`src/mrwg_pkg.sv`:
```
// Shared constants and carrier types for the management RAM window guard
package mrwg_pkg;

  // ----------------------------------------------------------------
  // Address and field geometry
  // ----------------------------------------------------------------
  localparam int unsigned ADDR_W      = 52;
  localparam int unsigned FIELD_LO    = 17;
  localparam int unsigned FIELD_HI    = 51;
  localparam int unsigned FIELD_W     = FIELD_HI - FIELD_LO + 1;
  localparam int unsigned REG_W       = 64;
  localparam int unsigned CAP_W       = 32;

  // Fixed legacy window, inclusive bounds
  localparam logic [ADDR_W-1:0] LEGACY_LO = 52'h0_0000_000A_0000;
  localparam logic [ADDR_W-1:0] LEGACY_HI = 52'h0_0000_000B_FFFF;

  // Capability word location inside the saved-state area
  localparam logic [15:0] CAP_OFFSET      = 16'hFEFC;

  // Capability word field positions
  localparam int unsigned CAP_REV_LO      = 0;
  localparam int unsigned CAP_REV_HI      = 15;
  localparam int unsigned CAP_STEP_LO     = 8;
  localparam int unsigned CAP_IO_RESTART  = 16;
  localparam int unsigned CAP_RELOCATE    = 17;

  // Mask register enable bit positions
  localparam int unsigned MASK_LEGACY_ON  = 0;
  localparam int unsigned MASK_VAR_ON     = 1;

  // Window register select codes
  localparam logic SEL_BASE = 1'h0;
  localparam logic SEL_MASK = 1'h1;

  // Reset values of the window registers
  localparam logic [FIELD_W-1:0] FIELD_RESET = 35'h0_0000_0000;
  localparam logic               ENABLE_RESET = 1'h0;

  // ----------------------------------------------------------------
  // Carriers
  // ----------------------------------------------------------------
  typedef struct packed {
    logic              valid;
    logic              write;
    logic [ADDR_W-1:0] addr;
  } mrwg_access_s;

  typedef struct packed {
    logic legacy_hit;
    logic variable_hit;
    logic guarded;
    logic cap_hit;
  } mrwg_result_s;

endpackage : mrwg_pkg

```
`src/mrwg_window_match.sv`:
```
// Combinational address classifier for the legacy and variable windows
`timescale 1ns/1ns
module mrwg_window_match (
  // Access address
  input  wire logic [mrwg_pkg::ADDR_W-1:0]  addr_in,
  // Window configuration
  input  wire logic [mrwg_pkg::FIELD_W-1:0] base_field_in,
  input  wire logic [mrwg_pkg::FIELD_W-1:0] mask_field_in,
  input  wire logic                         legacy_on_in,
  input  wire logic                         variable_on_in,
  // Classification
  output logic                              legacy_hit_out,
  output logic                              variable_hit_out
);

  // Masked compare of the upper address bits against the base field
  function automatic logic field_match(input logic [mrwg_pkg::FIELD_W-1:0] a,
                                       input logic [mrwg_pkg::FIELD_W-1:0] b,
                                       input logic [mrwg_pkg::FIELD_W-1:0] m);
    field_match = ((a & m) == (b & m));
  endfunction : field_match

  // ----------------------------------------------------------------
  // Window decode
  // ----------------------------------------------------------------
  always_comb begin
    legacy_hit_out   = legacy_on_in &&                                   // RULE_13
                       (addr_in >= mrwg_pkg::LEGACY_LO) &&
                       (addr_in <= mrwg_pkg::LEGACY_HI);                 // RULE_07
    variable_hit_out = variable_on_in &&                                 // RULE_14
                       field_match(addr_in[mrwg_pkg::FIELD_HI:mrwg_pkg::FIELD_LO],
                                   base_field_in, mask_field_in);        // RULE_10
  end

endmodule : mrwg_window_match

```
`src/mrwg_guard.sv`:
```
// Management RAM window guard: window registers, access classifier, capability word
`timescale 1ns/1ns
// Overview of operation
// (RULE_01) Capability word readable at saved-state offset FEFC
// (RULE_02) Software never writes the capability word
// (RULE_03) Low 16 bits hold revision level
// (RULE_04) Bit 16 fixed one: I/O restart
// (RULE_05) Bit 17 fixed one: base relocation
// (RULE_06) Bits above 17 reserved, read zero
// (RULE_07) Legacy window is A0000 through BFFFF
// (RULE_08) Base and mask registers define variable window
// (RULE_09) Software keeps the two windows apart
// (RULE_10) Masked address equals masked base means inside
// (RULE_11) Base field bits 51..17, others zero
// (RULE_12) Mask field bits 51..17 select compared bits
// (RULE_13) Mask bit 0 enables legacy window guard
// (RULE_14) Mask bit 1 enables variable window guard
// (RULE_15) Reserved bits read zero; enables clear at reset
module mrwg_guard #(
  // Revision step byte, starts at zero for the first revision
  parameter logic [7:0] REV_STEP = 8'h00,
  // Low revision byte; value is arbitrary
  parameter logic [7:0] REV_LOW  = 8'h5A
) (
  // Clock and reset
  input  wire logic                          clk_sys_in,
  input  wire logic                          reset_in,
  // Window register access from the core
  input  wire logic                          reg_wr_in,
  input  wire logic                          reg_rd_in,
  input  wire logic                          reg_sel_in,
  input  wire logic [mrwg_pkg::REG_W-1:0]    reg_wdata_in,
  output logic      [mrwg_pkg::REG_W-1:0]    reg_rdata_out,
  // Physical access from the core
  input  wire mrwg_pkg::mrwg_access_s        access_in,
  input  wire logic [31:0]                   state_origin_in,
  // Classification and capability word
  output mrwg_pkg::mrwg_result_s             result_out,
  output logic                               result_valid_out,
  output logic      [mrwg_pkg::CAP_W-1:0]    cap_rdata_out,
  output logic                               cap_write_seen_out
);

  // ----------------------------------------------------------------
  // Capability word
  // ----------------------------------------------------------------
  // Built from constants only, so no write path can ever alter it
  localparam logic [mrwg_pkg::CAP_W-1:0] CAP_WORD = {
    14'h0000,                                      // RULE_06
    1'h1,                                          // RULE_05
    1'h1,                                          // RULE_04
    REV_STEP,                                      // RULE_03
    REV_LOW
  };

  // ----------------------------------------------------------------
  // Window register state
  // ----------------------------------------------------------------
  logic [mrwg_pkg::FIELD_W-1:0] base_field;
  logic [mrwg_pkg::FIELD_W-1:0] mask_field;
  logic                         legacy_on;
  logic                         variable_on;
  logic [mrwg_pkg::FIELD_W-1:0] next_base_field;
  logic [mrwg_pkg::FIELD_W-1:0] next_mask_field;
  logic                         next_legacy_on;
  logic                         next_variable_on;
  logic [mrwg_pkg::REG_W-1:0]   next_reg_rdata;

  // Only the defined fields are stored; reserved bits have no flops at all
  always_comb begin
    next_base_field  = base_field;
    next_mask_field  = mask_field;
    next_legacy_on   = legacy_on;
    next_variable_on = variable_on;
    if (reg_wr_in) begin
      if (reg_sel_in == mrwg_pkg::SEL_BASE) begin
        next_base_field = reg_wdata_in[mrwg_pkg::FIELD_HI:mrwg_pkg::FIELD_LO]; // RULE_11
      end else begin
        next_mask_field  = reg_wdata_in[mrwg_pkg::FIELD_HI:mrwg_pkg::FIELD_LO]; // RULE_12
        next_legacy_on   = reg_wdata_in[mrwg_pkg::MASK_LEGACY_ON];         // RULE_13
        next_variable_on = reg_wdata_in[mrwg_pkg::MASK_VAR_ON];            // RULE_14
      end
    end
  end

  // Read-back assembles the fields; reserved bits are zero
  always_comb begin
    next_reg_rdata = reg_rdata_out;
    if (reg_rd_in) begin
      next_reg_rdata = '0;                                               // RULE_15
      if (reg_sel_in == mrwg_pkg::SEL_BASE) begin
        next_reg_rdata[mrwg_pkg::FIELD_HI:mrwg_pkg::FIELD_LO] = base_field;
      end else begin
        next_reg_rdata[mrwg_pkg::FIELD_HI:mrwg_pkg::FIELD_LO] = mask_field;
        next_reg_rdata[mrwg_pkg::MASK_LEGACY_ON] = legacy_on;
        next_reg_rdata[mrwg_pkg::MASK_VAR_ON]    = variable_on;
      end
    end
  end

  // Both guards come up disabled so boot code can place the windows first
  always_ff @(posedge clk_sys_in) begin
    if (reset_in) begin
      base_field    <= mrwg_pkg::FIELD_RESET;
      mask_field    <= mrwg_pkg::FIELD_RESET;
      legacy_on     <= mrwg_pkg::ENABLE_RESET;                           // RULE_15
      variable_on   <= mrwg_pkg::ENABLE_RESET;                           // RULE_15
      reg_rdata_out <= '0;
    end else begin
      base_field    <= next_base_field;                                  // RULE_08
      mask_field    <= next_mask_field;                                  // RULE_08
      legacy_on     <= next_legacy_on;
      variable_on   <= next_variable_on;
      reg_rdata_out <= next_reg_rdata;
    end
  end

  // ----------------------------------------------------------------
  // Access classification
  // ----------------------------------------------------------------
  logic                          legacy_hit;
  logic                          variable_hit;
  logic [mrwg_pkg::ADDR_W-1:0]   cap_addr;
  logic                          cap_hit;
  mrwg_pkg::mrwg_result_s        next_result;
  logic                          next_result_valid;
  logic [mrwg_pkg::CAP_W-1:0]    next_cap_rdata;
  logic                          next_cap_write_seen;

  mrwg_window_match u_match (
    .addr_in          (access_in.addr),
    .base_field_in    (base_field),
    .mask_field_in    (mask_field),
    .legacy_on_in     (legacy_on),
    .variable_on_in   (variable_on),
    .legacy_hit_out   (legacy_hit),
    .variable_hit_out (variable_hit)
  );

  // Capability location follows the relocatable saved-state origin
  assign cap_addr = mrwg_pkg::ADDR_W'(state_origin_in) +
                    mrwg_pkg::ADDR_W'(mrwg_pkg::CAP_OFFSET);             // RULE_01
  assign cap_hit  = (access_in.addr == cap_addr);

  // Result is held between accesses; the valid strobe marks a fresh one
  always_comb begin
    next_result         = result_out;
    next_result_valid   = access_in.valid;
    next_cap_rdata      = cap_rdata_out;
    next_cap_write_seen = 1'h0;
    if (access_in.valid) begin
      next_result.legacy_hit   = legacy_hit;
      next_result.variable_hit = variable_hit;
      next_result.guarded      = legacy_hit | variable_hit;
      next_result.cap_hit      = cap_hit;
      if (cap_hit && !access_in.write) begin
        next_cap_rdata = CAP_WORD;                                       // RULE_01
      end
      // Writes here are undefined; flag them rather than store anything
      next_cap_write_seen = cap_hit && access_in.write;                  // RULE_02
    end
  end

  always_ff @(posedge clk_sys_in) begin
    if (reset_in) begin
      result_out         <= '0;
      result_valid_out   <= 1'h0;
      cap_rdata_out      <= '0;
      cap_write_seen_out <= 1'h0;
    end else begin
      result_out         <= next_result;
      result_valid_out   <= next_result_valid;
      cap_rdata_out      <= next_cap_rdata;
      cap_write_seen_out <= next_cap_write_seen;
    end
  end

  logic cap_read_now;
  assign cap_read_now = access_in.valid && cap_hit && !access_in.write;
endmodule : mrwg_guard

```
`config.mk`:
```
export PLATFORM = sky130hd
export DESIGN_NAME = mrwg_guard
export DESIGN_NICKNAME = d
export VERILOG_FILES = /design/src/mrwg_pkg.sv /design/src/mrwg_window_match.sv /design/src/mrwg_guard.sv
export SDC_FILE = /design/constraint.sdc
export NUM_CORES = 1
export LEC_CHECK = 0
export ABC_AREA = 1
export ABC_CLOCK_PERIOD_IN_PS = 1800
export BUFFER_PORTS_ARGS = -buffer_cell sky130_fd_sc_hd__buf_2
export CORE_MARGIN = 2
export CORE_UTILIZATION = 45
export DETAILED_ROUTE_END_ITERATION = 6
export PLACE_DENSITY = 0.78
export SLEW_MARGIN = 20
export SYNTH_ARGS = -nofsm -noshare
export SYNTH_HDL_FRONTEND = slang
export SYNTH_SLANG_ARGS = --single-unit
```
`constraint.sdc`:
```
create_clock -name clk_sys_in -period 1.8 [get_ports clk_sys_in]
set_clock_uncertainty 0.15 [all_clocks]
set_input_delay 0.18 -clock clk_sys_in [delete_from_list [all_inputs] [get_ports clk_sys_in]]
set_output_delay 0.18 -clock clk_sys_in [all_outputs]
set_load 0.02 [all_outputs]
```
==> results of run 1 <==
-- layout make-up --
| class | count | area, um^2 | area share, % |
|---|---|---|---|
| multi-input cells | 711 | 3787 | 39.83 |
| flip-flops and latches | 116 | 2335 | 24.55 |
| repair buffers | 299 | 1992 | 20.95 |
| inverters | 135 | 526.8 | 5.539 |
| clock buffers | 21 | 480.5 | 5.053 |
| well taps | 188 | 235.2 | 2.474 |
| clock inverters | 10 | 152.6 | 1.605 |
-- metal layers --
metal | part of all wire [%] | track usage, % | routed length (um)
met4 | 2.5 | 9.373 | 531
met1 | 43 | 31.65 | 8933
met5 | 0 | 0 | 0
met2 | 47 | 43.44 | 9829
met3 | 7.8 | 5.653 | 1634
-- placed cells by master, fill, tap and decap left out, types with 23 or more instances in the layout --
cell / netlist / final
conb_1: 1 / 53
buf_4: 58 / 78
a21oi_1: 55 / 53
buf_2: 0 / 174
o211ai_1: 68 / 68
nand2_1: 157 / 150
dlygate4sd3_1: 0 / 40
nand3_1: 53 / 48
o21ai_0: 100 / 91
dfxtp_1: 116 / 106
nor2_1: 110 / 105
inv_1: 130 / 122
xor2_1: 23 / 23
-- state kept, by name, summed over array words and instances (netlist names), 4 cells and up --
name / cells
base_field: 35
mask_field: 35
reg_rdata_out: 37
result_out: 4
-- worst max-delay path, stage by stage, from the launching register on --
cell and delay (ns):
dfxtp_2 0.33, inv_2 0.04, nand3_2 0.05, nand4_1 0.17, or4_4 0.59, nor2_4 0.16
nand3_4 0.10, a31oi_1 0.19
-- per-stage QoR --
stage	utilization [%]	total power (uW)	setup TNS, ns
floorplan	-	3757	-0.0002385
global placement	55.17	4238	-1.640
detailed placement	55.17	4259	-1.954
CTS	62.16	7940	0
global route	63.25	8299	-0.09224
finish	63.25	7962	-0.03127
-- worst max-delay path by stage --
stage                                     start                            end  slack, ns
global route                 state_origin_in[3]     result_out[0]$_SDFFE_PP0P_      -0.04
detailed placement           state_origin_in[3]  cap_rdata_out[1]$_SDFFE_PP0P_      -0.48
CTS                          state_origin_in[3]  cap_rdata_out[1]$_SDFFE_PP0P_      0.008
global placement             state_origin_in[3]  cap_rdata_out[1]$_SDFFE_PP0P_      -0.41
finish              base_field[19]$_SDFFE_PP0P_     result_out[1]$_SDFFE_PP0P_      -0.03
floorplan                    state_origin_in[3]  cap_rdata_out[1]$_SDFFE_PP0P_    -0.0002
-- cells by family (layout without fill, tap and decap cells) --
| family | after synthesis | in the layout | share of synthesized area (%) |
|---|---|---|---|
| compound gates | 242 | 242 | 20.70 |
| xor+xnor | 32 | 32 | 4.079 |
| fa+ha+maj | 1 | 1 | 0.1821 |
| buf+inv | 235 | 465 | 16.17 |
| flops | 116 | 116 | 33.79 |
| other cells | 1 | 53 | 0.05457 |
| simple gates | 383 | 383 | 25.02 |
-- report_power, final --
part           switching, uW  internal (uW)  total (uW)
Sequential               100           2740        2840
Clock                   1170           2440        3600
Combinational            894            626        1520
-- what timing repair did --
action	4_1_cts	5_1_grt
pin swaps	0	27
hold buffers	40	0
buffers inserted	0	3
resized for setup	6	58
endpoints found under the hold margin	79	0
setup endpoints to repair	3	5
==> results.py, run 1 <==
metrics = {
    "setup_path": {
        "regToRegEndpoint": "result_out[1]$_SDFFE_PP0P_",
        "critPathKind": "flop to flop",
        "critPathMaxFanout": 2,
        "worst_setup_path_end_kind": "flop",
        "worstPathArrival_ns": 2.03,
        "cp.required_ns": 2.00,
        "worstRegToRegCells": 7,
        "ff2ff_setup_slack_ns": -0.03,
        "timing.rr.start": "base_field[19]$_SDFFE_PP0P_",
        "start_kind": "flop",
    },
    "finish": {
        "fillers": 1322,
        "syn_to_final_growth_pct": 38.38,
        "antenna_cells": 0,
        "final-instance-count-excl-fill": 1480,
        "drive_above_1_share_pct": 27.71,
        "final_nets": 1436,
        "final_area_mm2": 0.009509,
    },
    "synthesis": {
        "syn_area_per_cell_um2": 6.804,
        "synthTopCellsByArea": "dfxtp_1, nand2_1, o211ai_1, o21ai_0, inv_1",
        "yosysMostFrequentCell": "nand2_1",
        "yosys.area.top_type_share_pct": 33.79,
        "ys_warn_count": 0,
        "ys_ff_latch": 116,
        "synth_ff_type": "dfxtp_1",
        "synth_cell_type_count": 40,
        "synth_seq_area_share_pct": 33.79,
        "synth_common_cells": "nand2_1, inv_1, dfxtp_1",
        "synth_cells": 1010,
        "netlist.top_cell.by_area": "dfxtp_1",
        "synth_area_mm2": 0.006872,
        "synth_edf_count": 0,
        "async_reset_ff_share_pct": 0,
    },
    "detailed_routing": {
        "dr.first_iter.drc_count": 424,
        "num_vias": 7511,
        "vias_per_cell": 5.075,
        "drc_errors": 0,
        "wl_per_cell_um": 14.14,
        "dr.pass1.iters": 5,
        "ant_nets": 0,
        "wirelength_um": 20930,
    },
    "timing": {
        "finalSetupViolations": 1,
        "final_max_slew_viol_count": 0,
        "fmax_ghz": 0.5461,
        "setup_ws_ns": -0.03127,
        "slew_headroom_pct": 58.95,
        "worst_hold_slack_ns": 0.06929,
        "fin_crit_ns": 1.831,
        "finalHoldViolations": 0,
        "period_share_pct": 101.7,
        "worstMarginPinSlew_ns": 0.6148,
        "rsz0062_at_grt": "true",
    },
    "hold_path": {
        "min_path_cells": 4,
        "hp-class": "primary input to flop",
        "hold_path_end": "result_out[3]$_SDFFE_PP0P_",
        "hp-start": "access_in[18]",
    },
    "global_route": {
        "grt_pass1_wl_um": 33060,
        "gr-usage-all-layers_pct": 25.51,
        "antenna_found_initial": 0,
        "grt_pass1_vias": 6932,
        "overflow": 0,
        "grt_max_degree": 110,
    },
    "floorplanning": {
        "design.die.area_mm2": 0.01627,
        "die_w_um": 127.6,
        "die_h_um": 127.6,
        "start_util_pct": 45.71,
        "rows": 45,
        "core_region_area_mm2": 0.01503,
        "io_pins": 257,
    },
    "outcome": {
        "violations": "negative setup slack",
        "status": "complete, but fails checks",
    },
    "clocking": {
        "cts_tree": "built",
        "clkSlewWorstSetupHoldPaths_ns": 0.05,
        "clk_latency_ns": 0.42,
        "clock_sinks": 116,
        "root_buffer": "clkbuf_16",
        "cts.path.max_buffers": 2,
        "htree_levels": 4,
        "cts-buffers-inserted": 17,
    },
    "placement": {
        "gp_congestion": 0.8839,
        "placedCellCount": 1407,
        "io_buffer_count": 176,
        "post-dp-hpwl_um": 15120,
        "place_ws_ns": -0.4844,
        "dpl-instance-area_mm2": 0.008294,
    },
    "power": {
        "peakVddDrop_mv": 0.6840,
        "leakage_uw": 0.004610,
        "power_density_mw_per_mm2": 837.3,
    },
    "job": {
        "maxCapViolCount": 0,
    },
}
(Power assumes the default switching activity.)
==> run 2: changes to the inputs <==
==> constraint.sdc (replaced) <==
create_clock -name clk_sys_in -period 1.8 [get_ports clk_sys_in]
set_clock_uncertainty 0.15 [all_clocks]
set_input_delay 0 -clock clk_sys_in [delete_from_list [all_inputs] [get_ports clk_sys_in]]
set_output_delay 0 -clock clk_sys_in [all_outputs]
set_load 0.02 [all_outputs]
==> results.py, run 2 (synthesis results as in run 1) <==
metrics = {
    "power": {
        "clock_power_share_pct": 44.2,
        "power_density_mw_per_mm2": 834.7,
        "leakage_uw": 0.004428,
        "p_comb_share_pct": 18.7,
        "switchingPower_uw": 2133,
        "p_seq_share_pct": 37.2,
        "p_int_uw": 5507,
        "peakVddDrop_mv": 0.7161,
        "p_sw_share_pct": 27.92,
    },
    "floorplanning": {
        "die_w_um": 127.6,
        "design.die.area_mm2": 0.01627,
        "die_h_um": 127.6,
        "start_util_pct": 45.71,
        "core_region_area_mm2": 0.01503,
        "io_pins": 257,
        "rows": 45,
    },
    "setup_path": {
        "worstRegToRegCells": 6,
        "critical_path_depth": 6,
        "path_cells": "nand3_1, nand4_1, or4_1, nor2_2, nand3_2, a31oi_1",
        "worstPathArrival_ns": 1.97,
        "ff2ff_setup_slack_ns": 0.03,
        "critPathMaxFanout": 3,
        "slowest_delay_ns": 0.53,
        "critPathKind": "flop to flop",
        "crit_family": "simple AND/OR/NAND/NOR gates",
        "worst-path-buf-inv": 0,
        "worst_setup_path_end_kind": "flop",
        "timing.rr.start": "mask_field[19]$_SDFFE_PP0P_",
        "start_kind": "flop",
        "regToRegEndpoint": "result_out[1]$_SDFFE_PP0P_",
        "crit_slowest_cell": "or4_1",
        "cp.required_ns": 2.00,
    },
    "global_route": {
        "antenna_found_initial": 0,
        "gr-usage-all-layers_pct": 25.19,
        "met3_usage_pct": 6.784,
        "overflow": 0,
        "met2_usage_pct": 43.41,
        "grt_max_degree": 110,
        "grt_pass1_vias": 6920,
        "grt_util_met1_pct": 30.65,
        "grt_pass1_wl_um": 32440,
        "globalRoute.busiestLayer": "met2",
    },
    "placement": {
        "post-dp-hpwl_um": 14770,
        "io_buffer_count": 176,
        "gp_congestion": 0.9023,
        "place_ws_ns": -0.2920,
    },
    "clocking": {
        "cts_tree": "built",
        "htree_levels": 4,
        "root_buffer": "clkbuf_16",
        "cts-buffers-inserted": 17,
        "clock_sinks": 116,
        "cts.path.max_buffers": 2,
        "clk_latency_ns": 0.42,
        "clkSlewWorstSetupHoldPaths_ns": 0.05,
    },
    "finish": {
        "fillers": 1367,
        "layout_common_cells": "buf_2, nand2_1, inv_1",
        "multi_input_area_mm2": 0.003699,
        "syn_to_final_growth_pct": 33.21,
        "final_nets": 1410,
        "final_common_cell": "buf_2",
        "antenna_cells": 0,
        "top_register": "reg_rdata_out",
        "reg.largest.list": "reg_rdata_out: 37 flops, base_field: 35 flops, mask_field: 35 flops",
        "largest_register_ffs": 37,
        "drive_above_1_share_pct": 23.85,
        "regArea_mm2": 0.002332,
    },
    "timing": {
        "slew_headroom_pct": 56.95,
        "setup_ws_ns": 0.02700,
        "period_share_pct": 98.50,
        "worst_hold_slack_ns": 0.0006856,
        "finalSetupViolations": 0,
        "final_max_slew_viol_count": 0,
        "fin_crit_ns": 1.773,
        "worstMarginPinSlew_ns": 0.6448,
        "fmax_ghz": 0.5640,
        "rsz0062_at_grt": "true",
        "setup-tns-final_ns": 0,
        "finalHoldViolations": 0,
    },
    "detailed_routing": {
        "dr.first_iter.drc_count": 432,
        "drc_errors": 0,
        "ant_nets": 0,
        "wl_per_cell_um": 14.19,
        "num_vias": 7313,
        "dr.pass1.iters": 6,
        "vias_per_cell": 5.030,
        "wirelength_um": 20640,
    },
    "hold_path": {
        "min_path_cells": 6,
        "hp-start": "access_in[28]",
        "hp-class": "primary input to flop",
        "hold_path_end": "result_out[3]$_SDFFE_PP0P_",
    },
    "outcome": {
        "status": "finished clean",
    },
    "job": {
        "maxCapViolCount": 0,
    },
}
run 2: changes by cell type in the layout (fill, tap and decap cells not counted), sizes merged:
cell,delta
clkbuf,+2
clkinv,-2
dlygate4sd3,+10
clkinvlp,+1
buf,-36
bufinv,-2
inv,+1
run 2: per-stage QoR:
| stage | cell area, um^2 | total power, uW | std cells | util [%] |
|---|---|---|---|---|
| detailed placement | 7976 | 4189 | 1372 | 53.06 |
| floorplan | 7067 | 3749 | 1062 | - |
| global placement | 7976 | 4170 | 1372 | 53.06 |
| CTS | 9085 | 7644 | 1453 | 60.43 |
| global route | 9154 | 7975 | 1454 | 60.89 |
| finish | 9154 | 7640 | 1454 | 60.89 |
run 2: metal layers:
metal	part of all wire [%]	wire [um]
met2	47	9778
met4	1.8	375
met3	8.0	1656
met1	43	8828
met5	0	0
run 2: worst max-delay path by stage:
stage,start,to
2_1_floorplan,state_origin_in[2],cap_rdata_out[1]$_SDFFE_PP0P_
3_3_place_gp,state_origin_in[2],cap_rdata_out[1]$_SDFFE_PP0P_
3_5_place_dp,state_origin_in[2],cap_rdata_out[1]$_SDFFE_PP0P_
4_1_cts,base_field[19]$_SDFFE_PP0P_,result_out[1]$_SDFFE_PP0P_
5_1_grt,mask_field[19]$_SDFFE_PP0P_,result_out[1]$_SDFFE_PP0P_
6_report,mask_field[19]$_SDFFE_PP0P_,result_out[1]$_SDFFE_PP0P_
run 2: power groups by stage:
| stage | combinational, uW | sequential (uW) | clock [uW] |
|---|---|---|---|
| after CTS | 1400 | 2830 | 3410 |
| after global routing | 1580 | 2860 | 3540 |
| after global placement | 1290 | 2880 | 0 |
| final | 1430 | 2840 | 3380 |
| after floorplan | 815 | 2930 | 0 |
| after detailed placement | 1300 | 2880 | 0 |
run 2: area by class of cell:
class | instances | share of cell area (%)
Clock buffer | 23 | 5.440
Clock inverter | 8 | 1.080
Inverter | 135 | 5.536
Multi-Input combinational cell | 711 | 40.40
Sequential cell | 116 | 25.48
Tap cell | 188 | 2.570
Timing Repair Buffer | 273 | 19.49
run 2: worst min-delay path, stage by stage:
cell	delay, ns
buf_2	0.13
nor4_1	0.08
nand3_1	0.08
a211oi_1	0.06
nand4_1	0.11
a21oi_1	0.06
run 2: timing repair:
action	4_1_cts	5_1_grt
setup endpoints to repair	2	5
setup buffers	0	1
gates resized for setup	3	29
endpoints found under the hold margin	84	0
pin swaps	0	5
cloned	0	0
hold buffers	50	0
